**config.mk**
```make
export PLATFORM = sky130hd
export DESIGN_NAME = flash_program_erase_control
export DESIGN_NICKNAME = d
export VERILOG_FILES = /design/src/flash_hv_pkg.sv /design/src/flash_program_erase_control.sv
export SDC_FILE = /design/constraint.sdc
export NUM_CORES = 1
export LEC_CHECK = 0
export BUFFER_PORTS_ARGS = -buffer_cell sky130_fd_sc_hd__buf_2
export CAP_MARGIN = 25
export CORE_MARGIN = 2
export CORE_UTILIZATION = 57
export CTS_BUF_LIST = sky130_fd_sc_hd__clkbuf_4 sky130_fd_sc_hd__clkbuf_8
export DETAILED_ROUTE_END_ITERATION = 12
export PLACE_DENSITY_LB_ADDON = 0.08
export SKIP_CTS_REPAIR_TIMING = 1
export SYNTH_ARGS = -nofsm -noshare
export SYNTH_HDL_FRONTEND = slang
export SYNTH_SLANG_ARGS = --single-unit
```
**constraint.sdc**
```tcl
create_clock -name clk_i -period 2.14 [get_ports clk_i]
set_input_delay 0 -clock clk_i [delete_from_list [all_inputs] [get_ports clk_i]]
set_output_delay 0 -clock clk_i [all_outputs]
set_load 0.01 [all_outputs]
```
**src/flash_hv_pkg.sv**
```systemverilog
// constants for the flash high-voltage program/erase control block
// assumes a 32-bit classic wishbone slave port and a 250 MHz system clock
package flash_hv_pkg;

  // register byte offsets
  localparam logic [3:0] HV_CONTROL_OFS = 4'h0;
  localparam logic [3:0] PULSE_CONTROL_OFS = 4'h4;

  // control word fields, little-endian index; msb-first bit n sits at 31-n
  localparam int HV_ACTIVE_BIT = 31;
  localparam int SCLK_RANGE_LSB = 27;
  localparam int SCLK_RANGE_W = 3;
  localparam int PERIOD_EXP_LSB = 24;
  localparam int PERIOD_EXP_W = 2;
  localparam int PERIOD_MUL_LSB = 16;
  localparam int PERIOD_MUL_W = 7;
  localparam int BLOCK_SEL_LSB = 8;
  localparam int BLOCK_CNT = 8;
  localparam int PROTECT_SEL_BIT = 6;
  localparam int ERASE_SEL_BIT = 2;
  localparam int ARMED_BIT = 1;

  // pulse control word fields
  localparam int PULSE_START_BIT = 0;
  localparam int PULSE_PHASE_BIT = 1;
  localparam int RECOVER_PHASE_BIT = 2;

  // reset values
  localparam logic [2:0] SCLK_RANGE_RST = 3'h0;
  localparam logic [1:0] PERIOD_EXP_RST = 2'h0;
  localparam logic [6:0] PERIOD_MUL_RST = 7'h00;
  localparam logic [7:0] BLOCK_SEL_RST = 8'h00;

  // clock range codes and scaling in half units
  localparam logic [2:0] SCLK_CODE_1A = 3'h0;
  localparam logic [2:0] SCLK_CODE_1 = 3'h1;
  localparam logic [2:0] SCLK_CODE_3H = 3'h2;
  localparam logic [2:0] SCLK_CODE_2 = 3'h3;
  localparam logic [2:0] SCLK_CODE_3 = 3'h4;
  localparam logic [2:0] SCLK_CODE_4 = 3'h5;
  localparam logic [3:0] HALF_SCALE_1 = 4'h2;
  localparam logic [3:0] HALF_SCALE_3H = 4'h3;
  localparam logic [3:0] HALF_SCALE_2 = 4'h4;
  localparam logic [3:0] HALF_SCALE_3 = 4'h6;
  localparam logic [3:0] HALF_SCALE_4 = 4'h8;

  // exponent offsets added for erase and protection operations
  localparam logic [3:0] EXP_ERASE_ADD = 4'h4;
  localparam logic [3:0] EXP_PROTECT_ADD = 4'h2;

  // recovery time after a pulse
  localparam int CLK_MHZ = 250;
  localparam int RECOVERY_NS = 1000;
  localparam int RECOVERY_CYCLES = (RECOVERY_NS * CLK_MHZ + 999) / 1000;

  // sequencer states
  typedef enum logic [2:0] {
    ST_IDLE = 3'b001,
    ST_PULSE = 3'b010,
    ST_RECOVER = 3'b100
  } hv_state_t;

endpackage : flash_hv_pkg

```
**src/flash_program_erase_control.sv**
```systemverilog
// high-voltage program/erase control register and pulse sequencer
// assumes a classic wishbone master on clk_i and a single array read port
// assumes array_req_i is made on clk_i, so it has no synchroniser
// assumes pump ramps and margin reads are handled outside this block
// How it works
// - status bit high during pulse and recovery
// - array accesses unacknowledged while high voltage active
// - armed bit frozen while high voltage active
// - high voltage status bit is read only
// - clock range field frozen while armed
// - clock range codes decode to scaling factors
// - exponent field with protect, erase sets N
// - exponent field frozen while armed
// - multiple field frozen while armed
// - eight block selects, bit 16 block 0
// - block selects frozen while armed, reset none
// - protect select chooses set or clear by erase
// - protect select frozen while armed
// - armed bit enables program or erase configuration
// - erase select chooses program or erase
//
// The Wishbone register port and the address map were chosen for this implementation.
`timescale 1ns/1ps
module flash_program_erase_control
  import flash_hv_pkg::*;
(
  // clock and reset
  input wire logic clk_i,
  input wire logic rst_i,
  // wishbone slave
  input wire logic cyc_i,
  input wire logic stb_i,
  input wire logic we_i,
  input wire logic [3:0] adr_i,
  input wire logic [3:0] sel_i,
  input wire logic [31:0] dat_i,
  output logic [31:0] dat_o,
  output logic ack_o,
  // flash array access port
  input wire logic array_req_i,
  output logic array_ack_o,
  // high voltage controls toward the array
  output logic high_voltage_active_o,
  output logic hv_pulse_o,
  output logic [7:0] block_select_o,
  output logic sequence_armed_o,
  output logic erase_select_o,
  output logic protect_set_o,
  output logic protect_clear_o,
  output logic [3:0] exp_multiplier_o,
  output logic [7:0] lin_multiplier_o
);

  // scaling code to half-cycle units; reserved codes fall back to 1
  // half units keep the 3/2 setting exact without a fraction counter
  function automatic logic [3:0] half_scale(input logic [2:0] code);
    case (code)
      SCLK_CODE_1A: half_scale = HALF_SCALE_1;
      SCLK_CODE_1: half_scale = HALF_SCALE_1;
      SCLK_CODE_3H: half_scale = HALF_SCALE_3H;
      SCLK_CODE_2: half_scale = HALF_SCALE_2;
      SCLK_CODE_3: half_scale = HALF_SCALE_3;
      SCLK_CODE_4: half_scale = HALF_SCALE_4;
      default: half_scale = HALF_SCALE_1;
    endcase
  endfunction : half_scale

  // byte-lane merge of a write into an old word
  // lanes not selected keep their stored value, so byte writes are safe
  function automatic logic [31:0] lane_merge(input logic [31:0] old_w, input logic [31:0] new_w,
                                              input logic [3:0] lanes);
    lane_merge = old_w;
    for (int i = 0; i < 4; i++) begin
      if (lanes[i]) begin
        lane_merge[i*8 +: 8] = new_w[i*8 +: 8];
      end
    end
  endfunction : lane_merge

  // control fields
  // all cleared by rst_i only; there is no soft reset path
  logic [2:0] sclk_range_code_q;
  logic [1:0] period_exponent_q;
  logic [6:0] period_multiple_q;
  logic [7:0] block_sel_q;
  logic protect_set_clear_select_q;
  logic erase_select_q;
  logic sequence_armed_q;

  // sequencer
  // unit counter sized for 128 units shifted by the largest N of 9
  // recovery counter holds the package recovery cycle count
  hv_state_t state_q;
  hv_state_t state_d;
  logic hv_q;
  logic [3:0] tick_cnt_q;
  logic tick_q;
  logic [19:0] unit_cnt_q;
  logic [9:0] rec_cnt_q;

  // bus
  // ctrl_merged is the word as it would be after the write lands
  logic ack_q;
  logic [31:0] rdata_q;
  logic array_ack_q;
  logic [31:0] ctrl_word;
  logic [31:0] pulse_word;
  logic [31:0] ctrl_merged;
  logic bus_req;
  logic wr_ctrl;
  logic wr_pulse;
  logic start_req;
  logic [7:0] block_wr;
  logic [3:0] n_exp;
  logic [7:0] m_lin;
  logic [19:0] pulse_units;

  // block 0 sits at the highest index of the byte
  // a loop keeps the bit reversal in one place for read and write
  genvar gi;
  generate
    for (gi = 0; gi < BLOCK_CNT; gi++) begin : g_blk
      assign ctrl_word[BLOCK_SEL_LSB + BLOCK_CNT - 1 - gi] = block_sel_q[gi];
      assign block_wr[gi] = ctrl_merged[BLOCK_SEL_LSB + BLOCK_CNT - 1 - gi];
    end
  endgenerate

  // readback view; unnamed positions are reserved and read zero
  // the status bit is wired from the flop, so no write path reaches it
  assign ctrl_word[HV_ACTIVE_BIT] = hv_q;
  assign ctrl_word[HV_ACTIVE_BIT-1] = 1'b0;
  assign ctrl_word[SCLK_RANGE_LSB +: SCLK_RANGE_W] = sclk_range_code_q;
  assign ctrl_word[SCLK_RANGE_LSB-1] = 1'b0;
  assign ctrl_word[PERIOD_EXP_LSB +: PERIOD_EXP_W] = period_exponent_q;
  assign ctrl_word[PERIOD_EXP_LSB-1] = 1'b0;
  assign ctrl_word[PERIOD_MUL_LSB +: PERIOD_MUL_W] = period_multiple_q;
  assign ctrl_word[BLOCK_SEL_LSB-1] = 1'b0;
  assign ctrl_word[PROTECT_SEL_BIT] = protect_set_clear_select_q;
  assign ctrl_word[PROTECT_SEL_BIT-1:ERASE_SEL_BIT+1] = 3'h0;
  assign ctrl_word[ERASE_SEL_BIT] = erase_select_q;
  assign ctrl_word[ARMED_BIT] = sequence_armed_q;
  assign ctrl_word[0] = 1'b0;

  // pulse control view: start reads zero, phases show sequencer state
  // software can poll the phases without touching the control word
  always_comb begin
    pulse_word = 32'h0000_0000;
    pulse_word[PULSE_PHASE_BIT] = (state_q == ST_PULSE);
    pulse_word[RECOVER_PHASE_BIT] = (state_q == ST_RECOVER);
  end

  // request decode; writes land on the edge the master sees ack
  // a write that the master abandons before ack changes nothing
  // start needs lane 0, so an upper-lane write cannot fire a pulse
  assign bus_req = cyc_i & stb_i;
  assign ctrl_merged = lane_merge(ctrl_word, dat_i, sel_i);
  assign wr_ctrl = bus_req & ack_q & we_i & (adr_i == HV_CONTROL_OFS);
  assign wr_pulse = bus_req & ack_q & we_i & (adr_i == PULSE_CONTROL_OFS) & sel_i[0];
  assign start_req = wr_pulse & dat_i[PULSE_START_BIT];

  // one-cycle ack, dropped the cycle after; unmapped reads give zero
  // read data is captured on the request edge and held until the next access, read or write
  // unmapped writes are acked and dropped
  always_ff @(posedge clk_i) begin
    if (rst_i) begin
      ack_q <= 1'b0;
      rdata_q <= 32'h0000_0000;
    end else begin
      ack_q <= bus_req & ~ack_q;
      if (bus_req & ~ack_q) begin
        case (adr_i)
          HV_CONTROL_OFS: rdata_q <= ctrl_word;
          PULSE_CONTROL_OFS: rdata_q <= pulse_word;
          default: rdata_q <= 32'h0000_0000;
        endcase
      end
    end
  end

  // timing fields only move while no sequence is armed
  // freezing them keeps an armed pulse from changing width mid-sequence
  // a write while armed but not under high voltage still reaches the armed bit itself
  always_ff @(posedge clk_i) begin
    if (rst_i) begin
      sclk_range_code_q <= SCLK_RANGE_RST;
      period_exponent_q <= PERIOD_EXP_RST;
      period_multiple_q <= PERIOD_MUL_RST;
    end else if (wr_ctrl && !sequence_armed_q) begin
      sclk_range_code_q <= ctrl_merged[SCLK_RANGE_LSB +: SCLK_RANGE_W];
      period_exponent_q <= ctrl_merged[PERIOD_EXP_LSB +: PERIOD_EXP_W];
      period_multiple_q <= ctrl_merged[PERIOD_MUL_LSB +: PERIOD_MUL_W];
    end
  end

  // operation selects, likewise frozen while armed
  // erase select freezes too, so N cannot jump while armed
  // protect select picks set or clear through erase select
  always_ff @(posedge clk_i) begin
    if (rst_i) begin
      block_sel_q <= BLOCK_SEL_RST;
      protect_set_clear_select_q <= 1'b0;
      erase_select_q <= 1'b0;
    end else if (wr_ctrl && !sequence_armed_q) begin
      block_sel_q <= block_wr;
      protect_set_clear_select_q <= ctrl_merged[PROTECT_SEL_BIT];
      erase_select_q <= ctrl_merged[ERASE_SEL_BIT];
    end
  end

  // armed bit cannot be changed under high voltage; status bit never written
  // a disarm attempt during a pulse is dropped, not queued for later
  always_ff @(posedge clk_i) begin
    if (rst_i) begin
      sequence_armed_q <= 1'b0;
    end else if (wr_ctrl && !hv_q) begin
      sequence_armed_q <= ctrl_merged[ARMED_BIT];
    end
  end

  // multipliers: N from exponent, erase and protect; M is one plus field
  // N tops out at 9 and M at 128, so the unit count fits 20 bits
  // exponent adds for erase and protect come from the package
  always_comb begin
    n_exp = {2'b00, period_exponent_q};
    if (erase_select_q) begin
      n_exp = n_exp + EXP_ERASE_ADD;
    end
    if (protect_set_clear_select_q) begin
      n_exp = n_exp + EXP_PROTECT_ADD;
    end
    m_lin = {1'b0, period_multiple_q} + 8'h01;
    pulse_units = 20'({12'h000, m_lin} << n_exp);
  end

  // time base: one tick per scaled half-period; keeps pulse width
  // independent of bus clock choice across the legal range codes
  // counter idles at zero outside the pulse phase
  always_ff @(posedge clk_i) begin
    if (rst_i || state_q != ST_PULSE) begin
      tick_cnt_q <= 4'h0;
      tick_q <= 1'b0;
    end else if (tick_cnt_q == half_scale(sclk_range_code_q) - 4'h1) begin
      tick_cnt_q <= 4'h0;
      tick_q <= 1'b1;
    end else begin
      tick_cnt_q <= tick_cnt_q + 4'h1;
      tick_q <= 1'b0;
    end
  end

  // sequencer next state; a pulse only starts on an armed sequence
  // a start written while busy is ignored rather than queued
  // recovery always follows a pulse; there is no abort path
  always_comb begin
    state_d = state_q;
    case (state_q)
      ST_IDLE: begin
        if (start_req && sequence_armed_q) begin
          state_d = ST_PULSE;
        end
      end
      ST_PULSE: begin
        if (tick_q && unit_cnt_q == 20'h0_0001) begin
          state_d = ST_RECOVER;
        end
      end
      ST_RECOVER: begin
        if (rec_cnt_q == 10'h001) begin
          state_d = ST_IDLE;
        end
      end
      default: state_d = ST_IDLE;
    endcase
  end

  // state, status and counters
  // status follows the next state, so it rises on the start write edge
  // the unit count is reloaded while idle, ready for the next start
  always_ff @(posedge clk_i) begin
    if (rst_i) begin
      state_q <= ST_IDLE;
      hv_q <= 1'b0;
      unit_cnt_q <= 20'h0_0000;
      rec_cnt_q <= 10'h000;
    end else begin
      state_q <= state_d;
      hv_q <= (state_d != ST_IDLE);
      if (state_q == ST_IDLE) begin
        unit_cnt_q <= pulse_units;
      end else if (tick_q) begin
        unit_cnt_q <= unit_cnt_q - 20'h0_0001;
      end
      if (state_q != ST_RECOVER) begin
        rec_cnt_q <= 10'(RECOVERY_CYCLES);
      end else begin
        rec_cnt_q <= rec_cnt_q - 10'h001;
      end
    end
  end

  // array port: no ack while high voltage is up
  // the next-state term also blocks an ack in the start cycle itself
  // a held request gets a fresh ack every second cycle
  always_ff @(posedge clk_i) begin
    if (rst_i) begin
      array_ack_q <= 1'b0;
    end else begin
      array_ack_q <= array_req_i & ~array_ack_q & ~hv_q & (state_d == ST_IDLE);
    end
  end

  // registered outputs toward the array, one cycle behind the fields
  // the lag is harmless: the array acts only once a pulse is running
  always_ff @(posedge clk_i) begin
    if (rst_i) begin
      hv_pulse_o <= 1'b0;
      block_select_o <= BLOCK_SEL_RST;
      erase_select_o <= 1'b0;
      protect_set_o <= 1'b0;
      protect_clear_o <= 1'b0;
      exp_multiplier_o <= 4'h0;
      lin_multiplier_o <= 8'h01;
    end else begin
      hv_pulse_o <= (state_d == ST_PULSE);
      block_select_o <= block_sel_q;
      erase_select_o <= erase_select_q;
      protect_set_o <= protect_set_clear_select_q & ~erase_select_q;
      protect_clear_o <= protect_set_clear_select_q & erase_select_q;
      exp_multiplier_o <= n_exp;
      lin_multiplier_o <= m_lin;
    end
  end

  // outputs that are already flops inside the block
  assign dat_o = rdata_q;
  assign ack_o = ack_q;
  assign array_ack_o = array_ack_q;
  assign high_voltage_active_o = hv_q;
  assign sequence_armed_o = sequence_armed_q;

endmodule : flash_program_erase_control

```
==> results.yml, run 1 <==
timing:
  fin_worst_skew_ps: 14.26
  max-slew-margin-rel_pct: 65.91
  holdWs_ps: 65.67
  tns_ps: 0
  finalSetupViolCount: 0
  fmax_ghz: 0.4882
  finalHoldViolations: 0
  maxSlewViolCount: 0
  timing.final.crit_share_pct: 95.71
  worstMarginPinSlew_ps: 498.5
  fin_crit_ps: 2048
finish:
  fin_cells: 838
  drive_above_1_share_pct: 21.92
  area_delta_synth_final_pct: 20.72
  final_common_cell: "dfxtp_1"
  fillCellCount: 703
  antenna_cells: 0
  mostFrequentLayoutCells: "dfxtp_1 (109), buf_2 (89), nor2_1 (71)"
  nets: 779
critical_path:
  crit_type: "flip-flop to flip-flop"
  path_buf_inv: 1
  cp_max_fo: 8
  cp_cell_sequence: "ha_1 > inv_1 > mux2_2 > o21ai_0 > a21oi_1 > a2111oi_0 > o31a_1"
  endpoint_kind: "flip-flop"
  cp-start-kind: "flip-flop"
  cp.arrival_ps: 2370
  required_ps: 2460
  cpPeakStageDelay_ps: 480
  crit_slowest_cell: "a2111oi_0"
  crit_family: "compound AO/OA/AOI/OAI gates"
logic_synthesis:
  synth.area.mux_share_pct: 5.658
  synth_top_cell_area_share_pct: 42.78
  yosysSeqAreaShare_pct: 42.78
  netlist_instances: 607
  synth.distinct_cells: 72
  synth-xor-area-share_pct: 5.849
  yosys.area_share.adder_pct: 1.910
  synth_area_sq_um: 5241
  synth-main-ff-cell: "dfxtp_1"
  yosys.area_share.simple_pct: 24.83
  synth_warnings: 0
  synth_area_leaders: "dfxtp_1 (43%), nor2_1 (5.1%), mux2i_1 (4.6%)"
  synth_edf_count: 0
  syn_area_per_cell_sq_um: 8.635
  ys_async_sr_fraction_pct: 0
  synth_top_family_by_area: "simple AND/OR/NAND/NOR gates"
  synthDominantAreaCellType: "dfxtp_1"
  ys_seq_elements: 112
  synth_compound_area_share_pct: 12.82
floorplan:
  ios: 106
  dieArea_sq_um: 9978
  fp.dieH_microns: 99.89
  row_count: 34
  fp.dieW_microns: 99.89
  start_util_pct: 59.52
  core_area_sq_um: 8806
flow_run:
  cap_violations: 0
pwr:
  power_frac_seq_pct: 58.6
  switching_share_pct: 25.33
  p_int_w: 0.002681
  ir_drop_v: 0.0003195
  p_leak_nw: 2.597
  power_density_nw_per_um2: 567.4
  p_clk_share_pct: 35.8
  p_comb_share_pct: 5.6
  power.switching_w: 0.0009094
  finalPower_w: 0.003590
status:
  outcome: "finished, final reports clean"
grt:
  grt_pass1_vias: 4316
  grt_first_pass_wirelength_microns: 20300
  grt_max_degree: 30
  antenna_found_initial: 0
  track_usage_pct: 25.13
  overflow: 0
detailed_routing:
  drt-pass1-iter-count: 5
  drc: 0
  wl_per_cell_microns: 15.65
  drtIter0Drc: 231
  vias: 4770
  via_per_inst: 5.692
  wl_microns: 13110
  ant_nets: 0
worst_hold_path:
  hold_path_class: "input pin to flip-flop"
placement:
  gp_congestion: 0.9025
  dpl.hpwl_microns: 9265
  dp_cells: 794
  io_buffers: 89
clocking:
  clk-insertion-delay-late_ps: 380
  htreeDepth: 3
  cts.path.max_buffers: 2
  tritoncts: "yes"
  clkTransAtPathRegs_ps: 120
  cts_buffers: 9
  cts-root-buf: "clkbuf_8"
  clock_sinks: 112
[registers in the layout (all words and copies together) (netlist names), 2 cells and up]
name and flops:
exp_multiplier_o 4, rec_cnt_q 10, tick_cnt_q 4, lin_multiplier_o 8, block_select_o 8, period_exponent_q 2, period_multiple_q 7, unit_cnt_q 20
block_sel_q 8, state_q 3, dat_o 24, sclk_range_code_q 3
[routing by layer]
| layer | routed length [microns] | global-route usage (%) |
|---|---|---|
| met2 | 6335 | 41.11 |
| met4 | 273 | 7.798 |
| met1 | 5632 | 33.25 |
| met3 | 872 | 5.710 |
| met5 | 0 | 0 |
[cell type report]
| class | instances | area (sq um) | area share, % |
|---|---|---|---|
| inverters | 15 | 56.30 | 0.8899 |
| multi-input cells | 440 | 2730 | 43.15 |
| repair buffers | 147 | 950.9 | 15.03 |
| clock buffers | 10 | 137.6 | 2.175 |
| flip-flops and latches | 112 | 2246 | 35.50 |
| well taps | 108 | 135.1 | 2.136 |
| clock inverters | 6 | 71.32 | 1.127 |
[metrics by stage]
| step | instance area (sq um) | utilization, % | setup WS [ps] |
|---|---|---|---|
| CTS | 6028 | 68.46 | 47.70 |
| global placement | 5819 | 66.08 | 160.1 |
| finish | 6327 | 71.85 | 91.86 |
| floorplan | 5268 | - | 266.7 |
| detailed placement | 5819 | 66.08 | 107.3 |
| global route | 6327 | 71.85 | -6.779 |
[cells in the mapped netlist, types with 4 or more instances]
master	n
dfxtp_1	112
nor2_1	71
nand2_1	59
a21oi_1	45
nand3_1	38
nor3_1	25
mux2i_1	24
xnor2_1	20
clkbuf_1	18
xor2_1	15
inv_1	14
buf_4	13
nor2b_1	11
buf_2	9
ha_1	8
a31oi_1	7
and2_1	7
o21ai_0	7
nand2b_1	5
nor3b_1	5
nor4_1	5
nand4_1	4
o211ai_1	4
o22ai_1	4
[logic make-up after synthesis]
group	count (synthesis)
multiplexers	28
AND/OR/NAND/NOR	257
flip-flops	112
AO/OA/AOI/OAI	104
adder cells (fa/ha/maj)	8
other	1
XOR/XNOR	35
buffers and inverters	62
[worst min-delay path, stage by stage]
cell and delay (ps):
buf_2 100, nand3_1 80, or3_1 140, a21oi_1 70
[power groups by stage]
stage | Clock, W | Combinational [W] | Sequential, W
after global placement | 0 | 0.000157 | 0.00215
after floorplan | 0 | 0.000103 | 0.00215
after CTS | 0.00130 | 0.000162 | 0.00210
final | 0.00128 | 0.000201 | 0.00210
after global routing | 0.00138 | 0.000220 | 0.00211
after detailed placement | 0 | 0.000161 | 0.00215
[path summary, 6_finish.rpt]
kind,start,endpoint,slack (ps),depth (start not counted)
hold / removal,dat_i[0],state_q[1],70,4
setup reg to reg,period_multiple_q[0],unit_cnt_q[5],90,7
hold reg to reg,dat_o[6],dat_o[6],460,2
setup / recovery,period_multiple_q[0],unit_cnt_q[5],90,7
Note: power is estimated with default switching activity, not from simulation.
==> inputs of run 2 (changes only) <==
--- a/config.mk
+++ b/config.mk
@@ -5,6 +5,7 @@
 export SDC_FILE = /design/constraint.sdc
 export NUM_CORES = 1
 export LEC_CHECK = 0
+export ABC_CLOCK_PERIOD_IN_PS = 2140
 export BUFFER_PORTS_ARGS = -buffer_cell sky130_fd_sc_hd__buf_2
 export CAP_MARGIN = 25
 export CORE_MARGIN = 2
@@ -12,7 +13,9 @@
 export CTS_BUF_LIST = sky130_fd_sc_hd__clkbuf_4 sky130_fd_sc_hd__clkbuf_8
 export DETAILED_ROUTE_END_ITERATION = 12
 export PLACE_DENSITY_LB_ADDON = 0.08
+export SETUP_SLACK_MARGIN = 0.3
 export SKIP_CTS_REPAIR_TIMING = 1
+export SLEW_MARGIN = 15
 export SYNTH_ARGS = -nofsm -noshare
 export SYNTH_HDL_FRONTEND = slang
 export SYNTH_SLANG_ARGS = --single-unit
==> run 2 against run 1 <==
Sequential share of layout area decreased by 1.3 points. Sequential cell count unchanged. Routed wire length increased by 5.8%. Critical path type unchanged. Largest power group unchanged.
==> results.yml, run 2 (synthesized netlist as in run 1, its figures left out) <==
timing:
  finalHoldViolations: 0
  max-slew-margin-rel_pct: 65.78
  worstMarginPinSlew_ps: 513.3
  fin_worst_skew_ps: 14.93
  worst_slack_ps: 201.0
  fin_crit_ps: 1939
  timing.final.crit_share_pct: 90.61
  maxSlewViolCount: 0
  fmax_ghz: 0.5157
  tns_ps: 0
  holdWs_ps: 51.94
  rsz0062_at_grt: "true"
  finalSetupViolCount: 0
floorplan:
  ios: 106
  start_util_pct: 59.52
  dieArea_sq_um: 9978
  row_count: 34
  core_area_sq_um: 8806
  fp.dieW_microns: 99.89
  fp.dieH_microns: 99.89
critical_path:
  cp-start-kind: "flip-flop"
  crit_path_start: "period_exponent_q[1]"
  crit_family: "compound AO/OA/AOI/OAI gates"
  cp.arrival_ps: 2250
  required_ps: 2450
  cp_cell_sequence: "ha_4 > mux2_2 > o311a_1 > a311o_1 > a21oi_1"
  crit_slowest_cell: "dfxtp_4"
  crit_type: "flip-flop to flip-flop"
  cpPeakStageDelay_ps: 400
  path_buf_inv: 0
  rr_startpoint: "period_exponent_q[1]"
  endpoint_kind: "flip-flop"
  cp_max_fo: 6
pwr:
  power_density_nw_per_um2: 539.8
  p_leak_nw: 2.668
  ir_drop_v: 0.0004874
finish:
  design_area_sq_um: 6628
  nets: 786
  drive_above_1_share_pct: 27.54
  fin_util_pct: 75.26
  largest_reg_flops: 24
  mostFrequentLayoutCells: "dfxtp_1 (101), buf_2 (89), nor2_1 (69)"
  area_delta_synth_final_pct: 26.45
  antenna_cells: 0
  final_common_cell: "dfxtp_1"
clocking:
  clock_sinks: 112
  cts_buffers: 9
  cts-root-buf: "clkbuf_8"
  clk-insertion-delay-late_ps: 380
  htreeDepth: 3
  cts.path.max_buffers: 2
  tritoncts: "yes"
  clkTransAtPathRegs_ps: 120
placement:
  dpl.hpwl_microns: 9311
  gp_congestion: 0.8965
  placed_cell_area_sq_um: 5832
  io_buffers: 89
  preCtsSetupSlack_ps: 95.43
detailed_routing:
  wl_microns: 13880
  drt-pass1-iter-count: 6
  via_per_inst: 5.780
  vias: 4884
  drtIter0Drc: 253
  drc: 0
  wl_per_cell_microns: 16.42
  ant_nets: 0
grt:
  busiest_layer: "met2"
  antenna_found_initial: 0
  track_usage_pct: 25.64
  grt_max_degree: 63
  grt_first_pass_wirelength_microns: 20760
  overflow: 0
  grt_pass1_vias: 4394
  grt_use_met2_pct: 43.81
  grtUsageMet3_pct: 6.337
  met1_usage_pct: 33.13
status:
  outcome: "finished, final reports clean"
worst_hold_path:
  hold_path_class: "input pin to flip-flop"
  hp-start: "dat_i[0]"
flow_run:
  cap_violations: 0
==> run 2: cell count changes in the layout (fill, tap and decap cells not counted), moves of 4 or more <==
cell,delta
o21ai_0,-4
dfxtp_2,+4
dfxtp_4,+4
dfxtp_1,-8
buf_4,+5
==> run 2: path summary, 6_finish.rpt <==
| check | to | slack, ps | cells after the start |
|---|---|---|---|
| setup / recovery | unit_cnt_q[8] | 200 | 5 |
| hold / removal | state_q[1] | 50 | 4 |
| setup reg to reg | unit_cnt_q[8] | 200 | 5 |
| hold reg to reg | dat_o[6] | 460 | 2 |
==> run 2: final cells by class <==
| type | instances | area, sq um |
|---|---|---|
| Clock buffer | 9 | 123.9 |
| Clock inverter | 7 | 80.08 |
| Fill cell | 647 | 2178 |
| Inverter | 15 | 56.30 |
| Multi-Input combinational cell | 440 | 2945 |
| Sequential cell | 112 | 2266 |
| Tap cell | 108 | 135.1 |
| Timing Repair Buffer | 154 | 1021 |
==> run 2: worst min-delay path: stages <==
cell,delay [ps]
buf_2,100
nand3_1,80
or3_1,130
a21oi_1,70
==> run 2: routing by layer <==
| layer | wire, microns | vias to the layer above |
|---|---|---|
| met3 | 893 | 30 |
| li1 | - | 2347 |
| met4 | 257 | 0 |
| met2 | 6964 | 183 |
| met5 | 0 | - |
| met1 | 5760 | 2324 |
==> run 2: report_power, final <==
group | switching, W | internal, W
logic | 0.000111 | 0.0000938
registers | 0.00000915 | 0.00209
clock network | 0.000802 | 0.000472
total | 0.000922 | 0.00266
==> run 2: stage by stage <==
stage / total power, W / std cells
final: 0.003578 / 845
after global routing: 0.003702 / 845
after CTS: 0.003566 / 809
after detailed placement: 0.002312 / 793
after global placement: 0.002308 / 793
after floorplan: 0.002255 / 614
==> inputs of run 3 (changes only) <==
--- a/config.mk
+++ b/config.mk
@@ -5,11 +5,14 @@
 export SDC_FILE = /design/constraint.sdc
 export NUM_CORES = 1
 export LEC_CHECK = 0
+export ABC_AREA = 1
 export ABC_CLOCK_PERIOD_IN_PS = 2140
 export BUFFER_PORTS_ARGS = -buffer_cell sky130_fd_sc_hd__buf_2
 export CAP_MARGIN = 25
+export CELL_PAD_IN_SITES_DETAIL_PLACEMENT = 1
+export CELL_PAD_IN_SITES_GLOBAL_PLACEMENT = 2
 export CORE_MARGIN = 2
-export CORE_UTILIZATION = 57
+export CORE_UTILIZATION = 31
 export CTS_BUF_LIST = sky130_fd_sc_hd__clkbuf_4 sky130_fd_sc_hd__clkbuf_8
 export DETAILED_ROUTE_END_ITERATION = 12
 export PLACE_DENSITY_LB_ADDON = 0.08
==> run 3 against run 2 <==
The flow now finishes with violations (negative hold slack). Critical path depth is 3 higher. Largest power group unchanged. Synthesized area is 2.2% higher. Sequential power is 2% higher. Clock skew is 4.9 ps higher. Global-route usage is 6.0 points lower. Clock power is 6% higher. Highest routed layer unchanged. Clock-buffer cell count is 2 higher. Worst hold slack worse by 65 ps. Worst setup slack better by 230 ps. Utilization is 36 points lower. Synthesized cell count is 27% higher.
==> results.yml, run 3 <==
timing:
  maxSlewViolCount: 0
  tns_ps: 0
  fin_worst_skew_ps: 19.83
  holdWs_ps: -12.95
  max-slew-margin-rel_pct: 58.20
  fin_crit_ps: 1713
  fmax_ghz: 0.5837
  finalSetupViolCount: 0
  worstMarginPinSlew_ps: 627.0
  rsz0062_at_grt: "true"
  timing.final.crit_share_pct: 80.06
  finalHoldViolations: 1
logic_synthesis:
  synth_area_leaders: "dfxtp_1 (42%), nand2_1 (11%), nand3_1 (8.7%)"
  synth_area_sq_um: 5355
  synth.most_common_cell: "nand2_1"
  netlist_instances: 772
  synth_warnings: 0
  synth-main-ff-cell: "dfxtp_1"
  syn_area_per_cell_sq_um: 6.937
  ys_seq_elements: 112
  synth.distinct_cells: 37
  ys_async_sr_fraction_pct: 0
  synthDominantAreaCellType: "dfxtp_1"
  synth_common_cells: "nand2_1 (161), dfxtp_1 (112), nand3_1 (93)"
  synth_top_cell_area_share_pct: 41.87
  yosysSeqAreaShare_pct: 41.87
  synth_edf_count: 0
critical_path:
  cp-start-kind: "flip-flop"
  cp_max_fo: 10
  crit_family: "simple AND/OR/NAND/NOR gates"
  cp_common_cell: "inv_1"
  reg2reg_slack_ps: 430
  cp_cell_sequence: "inv_1 > nand3_1 > nand2_1 > inv_1 > a21oi_1 > o21ai_0 > inv_1 > a21oi_1"
  crit_slowest_cell: "nand2_1"
  reg2regPathDepth: 8
  cpPeakStageDelay_ps: 410
  crit_type: "flip-flop to flip-flop"
  cp.arrival_ps: 2000
  path_buf_inv: 3
  rr_startpoint: "state_q[1]"
  required_ps: 2430
  endpoint_kind: "flip-flop"
  timing.rr.end: "unit_cnt_q[9]"
status:
  outcome: "complete, but fails checks"
  violations: "negative hold slack"
worst_hold_path:
  hold_path_class: "input pin to flip-flop"
  min_to: "ack_o"
  whs_path_depth: 3
  hp-start: "stb_i"
clocking:
  htreeDepth: 3
  clkTransAtPathRegs_ps: 110
  tritoncts: "yes"
  cts-root-buf: "clkbuf_8"
  clk-insertion-delay-late_ps: 400
  clock_sinks: 112
  cts.path.max_buffers: 2
  cts_buffers: 9
finish:
  final_common_cell: "nand2_1"
  antenna_cells: 0
  nets: 945
  fin_cells: 1121
  fillCellCount: 2178
  drive_above_1_share_pct: 18.19
  area_delta_synth_final_pct: 25.65
  largest_reg_flops: 24
  mostFrequentLayoutCells: "nand2_1 (158), dfxtp_1 (108), buf_2 (89)"
floorplan:
  dieArea_sq_um: 18340
  ios: 106
  row_count: 48
  fp.dieW_microns: 135.4
  start_util_pct: 31.29
  fp.dieH_microns: 135.4
  core_area_sq_um: 17120
detailed_routing:
  wl_per_cell_microns: 15.57
  via_per_inst: 4.819
  ant_nets: 0
  vias: 5402
  wl_microns: 17450
  drtIter0Drc: 199
  drc: 0
  drt-pass1-iter-count: 4
pwr:
  finalPower_w: 0.003779
  ir_drop_v: 0.0002855
  power_density_nw_per_um2: 561.6
  p_leak_nw: 2.869
placement:
  io_buffers: 89
  gp_congestion: 0.8171
  dpl.hpwl_microns: 13070
  dp_cells: 1075
grt:
  antenna_found_initial: 0
  grt_pass1_vias: 5636
  overflow: 0
  track_usage_pct: 19.63
  grt_first_pass_wirelength_microns: 28300
  grt_max_degree: 53
flow_run:
  cap_violations: 0
==> run 3: cell types whose count changed in the layout (fill, tap and decap cells not counted), sizes merged, moves of 24 or more <==
cell and delta:
a21oi +26, inv +65, mux2i -24, nand2 +102, nand3 +55, o21ai +54
==> run 3: through the flow <==
| step | util, % | setup slack [ps] | cell area, sq um |
|---|---|---|---|
| after floorplan | - | 466.7 | 5381 |
| after global placement | 35.66 | 313.9 | 6103 |
| after detailed placement | 35.66 | 260.3 | 6103 |
| after CTS | 36.86 | 239.5 | 6310 |
| after global routing | 39.31 | 255.9 | 6729 |
| final | 39.31 | 426.7 | 6729 |
==> run 3: tightest hold or removal path: stages <==
cell     delay [ps]
buf_2            90
nand2_1         180
nor3_1           70
==> run 3: worst max-delay path by stage <==
stage	start	endpoint	slack [ps]	depth (start not counted)
4_1_cts	period_multiple_q[0]	unit_cnt_q[18]	240	11
6_report	state_q[1]	unit_cnt_q[9]	430	8
5_1_grt	state_q[2]	unit_cnt_q[9]	260	8
2_1_floorplan	period_exponent_q[1]	unit_cnt_q[18]	470	8
3_3_place_gp	protect_set_clear_select_q	unit_cnt_q[10]	310	7
3_5_place_dp	period_multiple_q[0]	unit_cnt_q[18]	260	9
==> run 3: kinds of logic (layout without fill, tap and decap cells) <==
kind of cell | count (synthesis) | after routing | synth area share (%)
and+or+nand+nor | 369 | 369 | 30.23
AOI/OAI and AO/OA | 146 | 146 | 14.16
buffers and inverters | 125 | 242 | 9.649
DFF | 112 | 112 | 41.87
xor gates and xnor gates | 11 | 11 | 2.150
adders and majority gates | 8 | 8 | 1.869
other | 1 | 8 | 0.07003
==> run 3: area by class of cell <==
type	count	area, sq um	area share, %
Clock buffer	11	145.1	2.157
Clock inverter	5	61.31	0.9111
Inverter	85	322.8	4.797
Multi-Input combinational cell	542	2735	40.65
Sequential cell	112	2252	33.47
Tap cell	225	281.5	4.184
Timing Repair Buffer	141	930.9	13.83
==> run 3: power breakdown <==
group / switching [W] / total [W] / internal (W) / leakage [nW]
Combinational: 0.000170 / 0.000298 / 0.000127 / 1.85
Sequential: 0.0000194 / 0.00214 / 0.00212 / 0.911
Clock: 0.000749 / 0.00135 / 0.000596 / 0.108
==> run 3: per-layer routing <==
| layer | track usage, % | part of all wire [%] | wire length, microns | vias to the layer above |
|---|---|---|---|---|
| met2 | 33.90 | 49 | 8528 | 68 |
| met4 | 6.308 | 1.8 | 322 | 0 |
| met3 | 2.993 | 2.7 | 472 | 21 |
| met5 | 0 | 0 | 0 | - |
| li1 | - | - | - | 2751 |
| met1 | 25.17 | 47 | 8131 | 2562 |
